File: src/inc/sar_adc_pkg.sv
package sar_adc_pkg;
  // ---------------------------------------------------------------
  // converter geometry
  // ---------------------------------------------------------------
  localparam int RES_BITS = 10;
  localparam int CHAN_BITS = 5;
  localparam int EXT_CHANNELS = 28;
  localparam logic [4:0] CHAN_TEMP = 5'h1D;
  localparam logic [4:0] CHAN_FVR = 5'h1E;
  // 11.5 bit periods counted in half periods: 1.5 settle, 10 decisions
  localparam logic [4:0] SETTLE_HALVES = 5'h03;
  localparam logic [3:0] TOP_BIT = 4'h9;

  // ---------------------------------------------------------------
  // register word offsets (byte address bits 4:2)
  // ---------------------------------------------------------------
  localparam logic [2:0] OFS_CTRL_FIRST = 3'h0;
  localparam logic [2:0] OFS_CTRL_SECOND = 3'h1;
  localparam logic [2:0] OFS_RESULT_HIGH = 3'h2;
  localparam logic [2:0] OFS_RESULT_LOW = 3'h3;
  localparam logic [2:0] OFS_FLAG = 3'h4;
  localparam logic [2:0] OFS_ENABLE = 3'h5;

  // ---------------------------------------------------------------
  // field positions
  // ---------------------------------------------------------------
  localparam int F_ENABLE = 0;
  localparam int F_GO = 1;
  localparam int F_CHAN_LO = 2;
  localparam int F_PREF_LO = 0;
  localparam int F_CSEL_LO = 4;
  localparam int F_FMT = 7;
  localparam int F_DONE = 0;
  localparam int F_IRQEN = 0;

  // ---------------------------------------------------------------
  // clock select encodings
  // ---------------------------------------------------------------
  localparam logic [1:0] CSEL_RC = 2'h3;
  localparam int DIV_BITS = 6;

  // ---------------------------------------------------------------
  // reset values
  // ---------------------------------------------------------------
  localparam logic [7:0] RST_BYTE = 8'h00;
  localparam logic [9:0] RST_CODE = 10'h000;
endpackage

File: src/inc/sar_ctrl_if.sv
`timescale 1ns/1ns
interface sar_ctrl_if;
  logic start;
  logic stop;
  logic kill;
  logic restart;
  logic [2:0] clockSelect;
  logic frcLevel;
  logic halfTick;
  logic compBit;
  logic busy;
  logic sampling;
  logic completed;
  logic storeRes;
  logic [9:0] result;
  logic [9:0] trialCode;

  modport ctrl (
    output start, stop, kill, restart, clockSelect, frcLevel, compBit,
    input halfTick, busy, sampling, completed, storeRes, result, trialCode
  );
  modport div (
    input restart, clockSelect, frcLevel,
    output halfTick
  );
  modport seq (
    input start, stop, kill, halfTick, compBit,
    output busy, sampling, completed, storeRes, result, trialCode
  );
endinterface

File: src/verilog/conv_clock_div.sv
`timescale 1ns/1ns
module conv_clock_div (
  // clock and reset
  input wire logic clk_sys,
  input wire logic reset_n,
  // control and tick
  sar_ctrl_if.div ifc
);
  typedef struct packed {
    logic [sar_adc_pkg::DIV_BITS-1:0] cnt;
    logic frcPrev;
    logic tick;
  } div_state_t;

  div_state_t cur, nxt_cur;
  logic [sar_adc_pkg::DIV_BITS-1:0] halfLast;

  // half bit period is 2^k system cycles, k packed as {sel1, sel0, sel2}
  assign halfLast = sar_adc_pkg::DIV_BITS'((1 << {ifc.clockSelect[1:0], ifc.clockSelect[2]}) - 1);
  assign ifc.halfTick = cur.tick;

  always_comb begin
    nxt_cur = cur;
    nxt_cur.tick = 1'b0;
    nxt_cur.frcPrev = ifc.frcLevel;
    if (ifc.restart) begin
      nxt_cur.cnt = '0;
    end else if (ifc.clockSelect[1:0] == sar_adc_pkg::CSEL_RC) begin
      // both rc edges mark half bit periods
      nxt_cur.tick = ifc.frcLevel != cur.frcPrev;
    end else if (cur.cnt >= halfLast) begin
      nxt_cur.cnt = '0;
      nxt_cur.tick = 1'b1;
    end else begin
      nxt_cur.cnt = cur.cnt + 1'b1;
    end
  end

  always_ff @(posedge clk_sys or negedge reset_n) begin
    if (!reset_n) begin
      cur <= '0;
    end else begin
      cur <= nxt_cur;
    end
  end
endmodule // conv_clock_div

File: src/verilog/sar_adc_control.sv
`timescale 1ns/1ns

// Operation
// - successive approximation yields 10-bit stored result
// - thirty channels: external, temperature, reference
// - channel field routes input to sample-hold
// - one channel code reserved for temperature
// - reference field picks reference pin or supply
// - clock field sets divider or rc oscillator
// - conversion lasts 11.5 bit periods
// - only rc clock keeps converter running asleep
// - done flag set on every completion
// - enabled completion interrupt wakes sleeping device
// - format bit left or right justifies result
// - completion clears go, flags, loads result
// - early go clear stores padded partial result
// - sleep on system clock aborts, enable kept
module sar_adc_control (
  // clock and reset
  input wire logic clk_sys,
  input wire logic reset_n,
  // wishbone slave
  input wire logic wb_cyc_i,
  input wire logic wb_stb_i,
  input wire logic wb_we_i,
  input wire logic [4:0] wb_adr_i,
  input wire logic [3:0] wb_sel_i,
  input wire logic [31:0] wb_dat_i,
  output logic [31:0] wb_dat_o,
  output logic wb_ack_o,
  // device power and interrupt
  input wire logic sleepIn,
  output logic irqReq,
  output logic wakeReq,
  // analog front end
  input wire logic compIn,
  input wire logic frcClkIn,
  output logic [4:0] muxChannel,
  output logic tempSelect,
  output logic fvrSelect,
  output logic [1:0] refSelect,
  output logic analogOn,
  output logic sampleHold,
  output logic [9:0] trialCode
);

  // ---------------------------------------------------------------
  // state
  // ---------------------------------------------------------------
  typedef struct packed {
    logic ack;
    logic [7:0] rdat;
    logic enable;
    logic go;
    logic [4:0] chan;
    logic fmt;
    logic [2:0] clkSel;
    logic [1:0] pref;
    logic [7:0] resHigh;
    logic [7:0] resLow;
    logic doneFlag;
    logic irqEn;
    logic [1:0] compSync;
    logic [1:0] frcSync;
    logic sample;
    logic [9:0] trial;
    logic startPend;
  } ctl_state_t;

  ctl_state_t cur, nxt_cur;
  sar_ctrl_if ifc ();

  logic access;
  logic writeNow;
  logic [2:0] wordIdx;
  logic rcSelected;
  logic sleepAbort;
  logic [7:0] readMux;
  logic [7:0] wrByte;
  logic [7:0] fmtHigh;
  logic [7:0] fmtLow;

  // ---------------------------------------------------------------
  // submodules
  // ---------------------------------------------------------------
  conv_clock_div u_div (
    .clk_sys(clk_sys),
    .reset_n(reset_n),
    .ifc(ifc.div)
  );

  sar_sequencer u_seq (
    .clk_sys(clk_sys),
    .reset_n(reset_n),
    .ifc(ifc.seq)
  );

  // ---------------------------------------------------------------
  // bus decode
  // ---------------------------------------------------------------
  assign access = wb_cyc_i && wb_stb_i;
  // the write lands on the edge where ack is seen, as the master expects
  assign writeNow = access && wb_we_i && cur.ack && wb_sel_i[0];
  assign wordIdx = wb_adr_i[4:2];
  assign wrByte = wb_dat_i[7:0];
  assign wb_ack_o = cur.ack;
  assign wb_dat_o = {24'h00_0000, cur.rdat};

  // ---------------------------------------------------------------
  // conversion clock and sleep
  // ---------------------------------------------------------------
  assign rcSelected = cur.clkSel[1:0] == sar_adc_pkg::CSEL_RC;
  // a system-derived clock stops in sleep, so the work is lost
  assign sleepAbort = sleepIn && !rcSelected;

  // ---------------------------------------------------------------
  // result formatting
  // ---------------------------------------------------------------
  always_comb begin
    if (cur.fmt) begin
      // right justified: top two bits in the high byte
      fmtHigh = {6'h00, ifc.result[9:8]};
      fmtLow = ifc.result[7:0];
    end else begin
      fmtHigh = ifc.result[9:2];
      fmtLow = {ifc.result[1:0], 6'h00};
    end
  end

  // ---------------------------------------------------------------
  // read mux
  // ---------------------------------------------------------------
  always_comb begin
    readMux = sar_adc_pkg::RST_BYTE;
    case (wordIdx)
      sar_adc_pkg::OFS_CTRL_FIRST: begin
        readMux[sar_adc_pkg::F_ENABLE] = cur.enable;
        readMux[sar_adc_pkg::F_GO] = cur.go;
        readMux[sar_adc_pkg::F_CHAN_LO +: 5] = cur.chan;
      end
      sar_adc_pkg::OFS_CTRL_SECOND: begin
        readMux[sar_adc_pkg::F_PREF_LO +: 2] = cur.pref;
        readMux[sar_adc_pkg::F_CSEL_LO +: 3] = cur.clkSel;
        readMux[sar_adc_pkg::F_FMT] = cur.fmt;
      end
      sar_adc_pkg::OFS_RESULT_HIGH: begin
        readMux = cur.resHigh;
      end
      sar_adc_pkg::OFS_RESULT_LOW: begin
        readMux = cur.resLow;
      end
      sar_adc_pkg::OFS_FLAG: begin
        readMux[sar_adc_pkg::F_DONE] = cur.doneFlag;
      end
      sar_adc_pkg::OFS_ENABLE: begin
        readMux[sar_adc_pkg::F_IRQEN] = cur.irqEn;
      end
      default: begin
        readMux = sar_adc_pkg::RST_BYTE;
      end
    endcase
  end

  // ---------------------------------------------------------------
  // sequencer control
  // ---------------------------------------------------------------
  always_comb begin
    ifc.clockSelect = cur.clkSel;
    ifc.frcLevel = cur.frcSync[1];
    ifc.compBit = cur.compSync[1];
    ifc.start = cur.startPend && cur.enable && !sleepAbort;
    ifc.restart = ifc.start;
    ifc.kill = !cur.enable || sleepAbort;
    // software dropping go mid-conversion keeps a partial answer
    ifc.stop = writeNow && wordIdx == sar_adc_pkg::OFS_CTRL_FIRST
      && !wrByte[sar_adc_pkg::F_GO] && ifc.busy;
  end

  // ---------------------------------------------------------------
  // next state
  // ---------------------------------------------------------------
  always_comb begin
    nxt_cur = cur;
    nxt_cur.ack = access && !cur.ack;
    nxt_cur.rdat = readMux;
    nxt_cur.compSync = {cur.compSync[0], compIn};
    nxt_cur.frcSync = {cur.frcSync[0], frcClkIn};
    nxt_cur.startPend = 1'b0;
    nxt_cur.sample = ifc.sampling;
    nxt_cur.trial = ifc.trialCode;

    if (writeNow) begin
      case (wordIdx)
        sar_adc_pkg::OFS_CTRL_FIRST: begin
          nxt_cur.enable = wrByte[sar_adc_pkg::F_ENABLE];
          nxt_cur.chan = wrByte[sar_adc_pkg::F_CHAN_LO +: 5];
          if (wrByte[sar_adc_pkg::F_GO] && !cur.go && wrByte[sar_adc_pkg::F_ENABLE]) begin
            nxt_cur.go = 1'b1;
            nxt_cur.startPend = 1'b1;
          end else if (!wrByte[sar_adc_pkg::F_GO]) begin
            nxt_cur.go = 1'b0;
          end
        end
        sar_adc_pkg::OFS_CTRL_SECOND: begin
          nxt_cur.pref = wrByte[sar_adc_pkg::F_PREF_LO +: 2];
          nxt_cur.clkSel = wrByte[sar_adc_pkg::F_CSEL_LO +: 3];
          nxt_cur.fmt = wrByte[sar_adc_pkg::F_FMT];
        end
        sar_adc_pkg::OFS_FLAG: begin
          // software writes the bit either way, so a 1 sets it; the hardware set below wins
          nxt_cur.doneFlag = wrByte[sar_adc_pkg::F_DONE];
        end
        sar_adc_pkg::OFS_ENABLE: begin
          nxt_cur.irqEn = wrByte[sar_adc_pkg::F_IRQEN];
        end
        default: begin
          nxt_cur.enable = cur.enable;
        end
      endcase
    end

    // abort in sleep or on disable: go drops, enable stays as written
    if (sleepAbort && cur.go) begin
      nxt_cur.go = 1'b0;
    end
    if (!nxt_cur.enable) begin
      nxt_cur.go = 1'b0;
    end

    if (ifc.storeRes) begin
      nxt_cur.resHigh = fmtHigh;
      nxt_cur.resLow = fmtLow;
    end
    if (ifc.completed) begin
      nxt_cur.go = 1'b0;
      nxt_cur.doneFlag = 1'b1;
    end
  end

  // ---------------------------------------------------------------
  // state register
  // ---------------------------------------------------------------
  always_ff @(posedge clk_sys or negedge reset_n) begin
    if (!reset_n) begin
      cur <= '0;
    end else begin
      cur <= nxt_cur;
    end
  end

  // ---------------------------------------------------------------
  // outputs
  // ---------------------------------------------------------------
  assign muxChannel = cur.chan;
  assign tempSelect = cur.chan == sar_adc_pkg::CHAN_TEMP;
  assign fvrSelect = cur.chan == sar_adc_pkg::CHAN_FVR;
  assign refSelect = cur.pref;
  // in sleep the analog side stays up only on rc and only while useful
  assign analogOn = cur.enable && !sleepAbort
    && !(sleepIn && !cur.go && !cur.irqEn);
  assign sampleHold = cur.sample;
  assign trialCode = cur.trial;
  assign irqReq = cur.doneFlag && cur.irqEn;
  assign wakeReq = sleepIn && cur.doneFlag && cur.irqEn;

endmodule // sar_adc_control

File: src/verilog/sar_sequencer.sv
`timescale 1ns/1ns
module sar_sequencer (
  // clock and reset
  input wire logic clk_sys,
  input wire logic reset_n,
  // control
  sar_ctrl_if.seq ifc
);
  typedef enum logic [1:0] {IDLE, SETTLE, DECIDE} phase_t;

  typedef struct packed {
    phase_t phase;
    logic [4:0] halves;
    logic oddHalf;
    logic [3:0] bitIdx;
    logic [9:0] code;
    logic lastBit;
    logic completed;
    logic storeRes;
    logic [9:0] result;
  } seq_state_t;

  seq_state_t cur, nxt_cur;
  logic [9:0] decided;
  logic [9:0] partial;

  assign ifc.busy = cur.phase != IDLE;
  assign ifc.sampling = cur.phase == SETTLE;
  assign ifc.completed = cur.completed;
  assign ifc.storeRes = cur.storeRes;
  assign ifc.result = cur.result;
  assign ifc.trialCode = cur.code;

  always_comb begin
    decided = cur.code;
    decided[cur.bitIdx] = ifc.compBit;
    // undecided bits copy the last decision
    partial = cur.code;
    for (int i = 0; i < sar_adc_pkg::RES_BITS; i++) begin
      if (cur.phase != DECIDE || i <= int'(cur.bitIdx)) begin
        partial[i] = cur.lastBit;
      end
    end
  end

  always_comb begin
    nxt_cur = cur;
    nxt_cur.completed = 1'b0;
    nxt_cur.storeRes = 1'b0;
    if (ifc.kill) begin
      nxt_cur.phase = IDLE;
    end else if (ifc.stop && cur.phase != IDLE) begin
      nxt_cur.phase = IDLE;
      nxt_cur.result = partial;
      nxt_cur.storeRes = 1'b1;
    end else begin
      case (cur.phase)
        IDLE: begin
          if (ifc.start) begin
            nxt_cur.phase = SETTLE;
            nxt_cur.halves = '0;
            nxt_cur.lastBit = 1'b0;
            nxt_cur.code = sar_adc_pkg::RST_CODE;
          end
        end
        SETTLE: begin
          if (ifc.halfTick) begin
            nxt_cur.halves = cur.halves + 1'b1;
            if (cur.halves + 1'b1 == sar_adc_pkg::SETTLE_HALVES) begin
              nxt_cur.phase = DECIDE;
              nxt_cur.oddHalf = 1'b0;
              nxt_cur.bitIdx = sar_adc_pkg::TOP_BIT;
              nxt_cur.code = sar_adc_pkg::RST_CODE;
              nxt_cur.code[sar_adc_pkg::TOP_BIT] = 1'b1;
            end
          end
        end
        DECIDE: begin
          if (ifc.halfTick) begin
            nxt_cur.oddHalf = !cur.oddHalf;
            if (cur.oddHalf) begin
              // one decision per bit period
              nxt_cur.code = decided;
              nxt_cur.lastBit = ifc.compBit;
              if (cur.bitIdx == '0) begin
                nxt_cur.phase = IDLE;
                nxt_cur.result = decided;
                nxt_cur.storeRes = 1'b1;
                nxt_cur.completed = 1'b1;
              end else begin
                nxt_cur.bitIdx = cur.bitIdx - 1'b1;
                nxt_cur.code[cur.bitIdx - 1'b1] = 1'b1;
              end
            end
          end
        end
        default: begin
          nxt_cur.phase = IDLE;
        end
      endcase
    end
  end

  always_ff @(posedge clk_sys or negedge reset_n) begin
    if (!reset_n) begin
      cur <= '0;
    end else begin
      cur <= nxt_cur;
    end
  end
endmodule // sar_sequencer
File: config.mk
export PLATFORM = sky130hd
export DESIGN_NAME = sar_adc_control
export DESIGN_NICKNAME = d
export VERILOG_FILES = /design/src/inc/sar_adc_pkg.sv /design/src/inc/sar_ctrl_if.sv /design/src/verilog/conv_clock_div.sv /design/src/verilog/sar_adc_control.sv /design/src/verilog/sar_sequencer.sv
export SDC_FILE = /design/constraint.sdc
export NUM_CORES = 1
export LEC_CHECK = 0
export BUFFER_PORTS_ARGS = -buffer_cell sky130_fd_sc_hd__buf_2
export CORE_MARGIN = 4
export CORE_UTILIZATION = 45
export DETAILED_ROUTE_END_ITERATION = 10
export PLACE_DENSITY = 0.7
export SYNTH_ARGS = -nofsm -noshare
export SYNTH_HDL_FRONTEND = slang
export SYNTH_SLANG_ARGS = --single-unit
File: constraint.sdc
create_clock -name clk_sys -period 2.1 [get_ports clk_sys]
set_input_delay 0.42 -clock clk_sys [delete_from_list [all_inputs] [get_ports clk_sys]]
set_output_delay 0.42 -clock clk_sys [all_outputs]
set_load 0.1 [all_outputs]
**Word level (Yosys, flattened, before mapping)**

Index checks and enable logic that the tools add are counted.

- Bits in registers: 99
- Input port bits: 49
- Output and inout port bits: 56
- Logic and storage cells: 215

- Add/sub/neg operators: 4
- Magnitude comparators: 14
- Equality and inequality tests: 29
- Shift operators: 1
- Multiplexer cells: 66
- Bitwise gates (word level): 3
- Reductions and logical operators: 69

Operator list:

| cell | number |
|---|---|
| $mux 12 | 3 |
| $mux 6 | 5 |
| $pmux 10 s3 | 1 |
| $mux 28 | 1 |
| $mux 1 | 27 |
| $mux 27 | 1 |
| $logic_and 1x1->1 | 24 |
| $mux 11 | 2 |
| $mux 22 | 1 |
| $pmux 5 s2 | 2 |
| $reduce_bool 2->1 | 10 |
| $reduce_and 6->1 | 3 |
| $le 3x4->1 const A | 4 |
| $mux 8 | 2 |
| $ne 4x2->1 const B | 4 |
| $reduce_and 8->1 | 2 |
| $mux 15 | 1 |
| $mux 14 | 1 |
| $mux 2 | 7 |
| $mux 13 | 1 |
| $pmux 2 s3 | 2 |
| $pmux 3 s4 | 1 |
| $bwmux 10 | 1 |
| $eq 5x5->1 const B | 2 |
| other kinds (40) | 78 |

**Depth between registers and ports, before layout**

- Word-level depth: 12
- Gate-level depth with buffers: 9
- Gate-level depth less buffers: 8

**Modules after synthesis**

From an unflattened synthesis, not the netlist that was laid out.

- Cell total of the unflattened synthesis: 594
- Area, all modules: 5884.4 um^2

Modules (own cells, without submodules):

| module | times used | cells an instance | area an instance (um^2) | seq. area each (um^2) |
|---|---|---|---|---|
| sar_adc_control | 1 | 233 | 2651.3 | 1401.3 |
| sar_sequencer | 1 | 294 | 2596.2 | 875.8 |
| conv_clock_div | 1 | 67 | 636.9 | 200.2 |

**Worst setup path after synthesis**

OpenSTA, ideal clock, no wires.

- Kind: reg2out
- From: register cur (netlist bit ifc.clockSelect[1])
- To: output port analogOn
- Arrival: 3313 ps
- Required time: 1680 ps
- Slack: -1633 ps
- Cell stages (with the launch flop): 6
- Path buffers: 2
- Cells stage by stage: dfrtp_1 -> buf_2 -> nand2_2 -> a21boi_2 -> clkbuf_1 -> a21boi_0

- Word-level cells in the longest chain between the ends: 6

RTL lines:

| element | RTL line | source |
|---|---|---|
| from (decl) | sar_adc_control.sv:70 | `ctl_state_t cur, nxt_cur;` |
| from (signal assigned) | sar_adc_control.sv:247 | `cur <= nxt_cur;` |
| $eq 2x2->1 | sar_adc_control.sv:112 | `assign rcSelected = cur.clkSel[1:0] == sar_adc_pkg::CSEL_RC;` |
| $logic_not 1->1 | sar_adc_control.sv:114 | `assign sleepAbort = sleepIn && !rcSelected;` |
| $logic_and 1x1->1 | sar_adc_control.sv:114 |  |
| $logic_not 1->1 | sar_adc_control.sv:259 | `assign analogOn = cur.enable && !sleepAbort` |
| $logic_and 1x1->1 | sar_adc_control.sv:259 |  |
| $logic_and 1x1->1 | sar_adc_control.sv:260 | `&& !(sleepIn && !cur.go && !cur.irqEn);` |
| to (decl) | sar_adc_control.sv:42 | `output logic analogOn,` |

Every way passes these cells.

**Final worst setup path**

- From: register u_seq.cur[28] (netlist name)
- To: register u_seq.cur (netlist bit u_seq.ifc.trialCode[8])

- Word-level cells in the longest chain between the ends: 4

RTL lines:

| element | RTL line | source |
|---|---|---|
| from (decl) | sar_sequencer.sv:23 | `seq_state_t cur, nxt_cur;` |
| from (signal assigned) | sar_sequencer.sv:108 | `cur <= nxt_cur;` |
| $add 5x1->5 | sar_sequencer.sv:69 | `if (cur.halves + 1'b1 == sar_adc_pkg::SETTLE_HALVES) begin` |
| $eq 5x2->1 | sar_sequencer.sv:69 |  |
| $ne 2x1->1 (no source line) | - |  |
| $reduce_and 8->1 (no source line) | - |  |

Every way passes these cells.
A chain may end at the register's enable or synchronous reset.

==> summary.txt <==
Status
  – Status: finished with violations
  – Failing checks: negative setup slack

Die
  – Row cnt: 39
  – Initial Utilization: 0.467
  – Die width: 118 µm
  – Die height: 118 µm
  – I/O pins: 105
  – Die Area: 13,800 µm²
  – Core Area: 11,600 µm²

Detailed routing
  – First drt pass iteration count: 5
  – Residual DRC: 0
  – Antenna Nets Post-Route: 0
  – DR WL/cell: 16.0 µm
  – Routed wire length: 12,200 µm
  – Initial DRC Count: 302
  – Total number of vias: 4,209
  – Drt via density: 5.52

Synth
  – Unique masters post-synth: 64
  – XOR/XNOR Fraction of Synth Area: 0.00162
  – Mapped Cells: 554
  – Synth Area in Compound Gates: 0.156
  – Register area share after synthesis: 0.459
  – Synth area leader: dfrtp_1
  – Dominant cells by area after synthesis: dfrtp_1, buf_4, mux2_2
  – Mux share of post-synthesis cell area: 0.0883
  – Yosys Warn Count: 0
  – EDFF count, synth: 0
  – Largest family of logic cells by synthesized area: simple AND/OR/NAND/NOR gates
  – Share of Yosys cell area claimed by the top area cell type: 0.459
  – Main synth FF type: dfrtp_1
  – Area share of and/or/nand/nor cells after synthesis: 0.156
  – Adder-Cell Fraction of Synth Area: 0.0348
  – Syn avg cell area: 9.74 µm²
  – Asr flop ratio synth: 1.00
  – Cell area after synthesis: 5400 µm²
  – Synthesized flop and latch total: 99

Pwr
  – Logic pwr share: 0.141
  – Internal power: 3.04 mW
  – Clock power share: 0.393
  – Total power: 4.25 mW
  – Worst vdd ir: 0.407 mV
  – P_sw: 1.21 mW
  – Switching share of total power: 0.284
  – Reg power frac: 0.465
  – PwrDens: 674 nW/µm²
  – Lkg Pwr: 2.98 nW

Timing
  – Setup Viol. Count Final: 1
  – Hold Slack: 0.0569 ns
  – Setup WS post-layout: -0.0590 ns
  – Max Freq: 463 MHz
  – Slew of the pin with the lowest slew margin: 0.798 ns
  – Unrepaired setup endpoints after global routing: yes
  – Minimum clock period: 2.16 ns
  – Final Cycle Share: 1.03
  – Total negative setup slack: -0.0590 ns
  – Relative slew slack: 0.468
  – Fin. max-slew vios: 0
  – Final Hold Viols: 0
  – Worst Skew: 0.00962 ns

Hold path
  – Hold Path Class: primary input to asynchronous set/reset pin

Clocking
  – H-Tree Depth: 3
  – Num CTS Buffers: 9
  – Clk buf depth: 2
  – Skew-Pair Late Insertion Delay: 0.35 ns
  – Clock transition at path regs: 0.07 ns
  – Clk sinks: 99
  – Clock root cell: clkbuf_16
  – CTS tree: done

Place
  – Input/output buffers: 51
  – Gpl congestion: 0.893
  – Placed cell areas: 5830 µm²
  – Post-DP HPWL: 8830 µm

Global routing
  – Initial antenna violation count: 0
  – Vias in the first global route: 4,177
  – Total gr overflow: 0
  – GRT Overall Usage: 0.182
  – Largest net degree at the start of global routing: 41
  – First-pass GRT wire length: 20,800 µm

Setup path
  – Worst r2r dst: u_seq.ifc.trialCode[8]$_DFFE_PN0P_
  – CP required: 2.36 ns
  – R2r setup slk: -0.06 ns
  – Worst R2R Path Depth: 7
  – CP Max Fanout: 4
  – Crit start category: flop
  – Critical path startpoint: u_seq.cur[28]$_DFFE_PN0P_
  – Critical R2R Launch: u_seq.cur[28]$_DFFE_PN0P_
  – CP arrival: 2.42 ns
  – CP endpoint kind: flop
  – Critical path class: flop to flop
  – Critical Path Sink: u_seq.ifc.trialCode[8]$_DFFE_PN0P_

Layout
  – Final net count: 679
  – Final core utilization: 0.545
  – Layout area overhead: 16.9%
  – Post-route cell area: 6310 µm²
  – N_diodes: 0
  – Fillers: 1,009
  – Share of post-route cells with drive strength above 1: 0.285

Run
  – Max Cap Viol: 0
power groups by stage:
stage / clock network [mW] / logic [mW] / registers (mW)
final: 1.67 / 0.600 / 1.98
after global routing: 1.81 / 0.645 / 1.98
after CTS: 1.72 / 0.575 / 1.98
after detailed placement: 0 / 0.565 / 2.01
after global placement: 0 / 0.548 / 2.01
after floorplan: 0 / 0.447 / 2.01
what timing repair did:
| action | CTS | global route |
|---|---|---|
| pin swaps | 3 | 9 |
| setup buffers | 1 | 8 |
| endpoints found under the hold margin | 0 | 0 |
| cloned | 0 | 0 |
| hold buffers | 0 | 0 |
| setup endpoints to repair | 20 | 30 |
| resized for setup | 15 | 20 |
worst min path at each step:
stage / to / slack [ns]
2_1_floorplan: cur[0]$_DFF_PN0_ / 0.12
3_3_place_gp: cur[15]$_DFF_PN0_ / 0.33
3_5_place_dp: cur[13]$_DFF_PN0_ / 0.34
4_1_cts: cur[17]$_DFFE_PN0P_ / 0.06
5_1_grt: cur[17]$_DFFE_PN0P_ / 0.09
6_report: refSelect[0]$_DFFE_PN0P_ / 0.06
layer usage:
layer,vias to the layer above,track usage,share of wire
met5,-,0,0
met4,0,0.0608,0.015
met3,19,0.0418,0.063
met2,148,0.303,0.49
met1,2042,0.237,0.43
li1,2000,-,-
synth_stat cells, types with 6 or more instances:
cell      number
nand3_1       25
mux2i_1       15
o21ai_0       40
inv_1         24
nand3b_1       9
mux2_2        19
ha_1          15
nor2_1        49
nor2b_1        8
nor3_1         7
a21oi_1       35
buf_4         49
clkbuf_1      25
dfrtp_1       99
nand2b_1       6
nand2_1       37
area by class of cell:
type | count | area (µm²) | share of cell area
Clock inverter | 6 | 73.8 | 0.0117
Clock buffer | 10 | 229 | 0.0363
Timing Repair Buffer | 102 | 683 | 0.108
Tap cell | 143 | 179 | 0.0284
Multi-Input combinational cell | 379 | 2570 | 0.408
Sequential cell | 99 | 2480 | 0.393
Inverter | 24 | 90.1 | 0.0143
flip-flops by register name, summed over array words and instances, names as in the netlist, 2 cells and up:
name / flops
cur: 26
ifc.clockSelect: 3
muxChannel: 5
refSelect: 2
trialCode: 10
u_div.cur: 7
u_seq.cur: 13
u_seq.ifc.result: 10
u_seq.ifc.trialCode: 10
wb_dat_o: 8
cell families after synthesis:
family / count (synthesis)
other cells: 1
xor+xnor: 1
flops: 99
compound gates: 133
mux: 39
buf+inv: 99
simple gates: 167
fa+ha+maj: 15
metrics by stage:
| step | std cells | worst slack, ns |
|---|---|---|
| finish | 763 | -0.0590 |
| global route | 763 | -0.137 |
| CTS | 755 | -0.0588 |
| detailed placement | 738 | -0.0795 |
| global placement | 738 | -0.0265 |
| floorplan | 577 | -0.0559 |
critical path: stages (launching register included):
cell,delay (ns)
dfrtp_1,0.41
ha_2,0.20
or2_1,0.23
o41ai_2,0.23
a21oi_2,0.10
a2111o_1,0.34
or3_4,0.39
o31ai_4,0.18
layout by cell type (no fill, tap or decap), drive strengths merged, types with 2 or more instances in the layout:
master and count:
a21boi 3, a21o 5, a21oi 36, a22o 3
a22oi 3, a31oi 3, and2 2, and3 4
and4b 2, buf 102, clkbuf 10, clkinv 3
conb 24, dfrtp 99, ha 15, inv 26
mux2 19, mux2i 15, mux4 5, nand2 38
nand2b 6, nand3 27, nand3b 9, nor2 49
nor2b 8, nor3 7, nor3b 4, nor4 2
o2111ai 3, o21a 3, o21ai 45, o21bai 3
o22a 3, o22ai 5, o31ai 2, o32ai 4
or2 2, or3 3
Power figures use the tool's default switching activity.
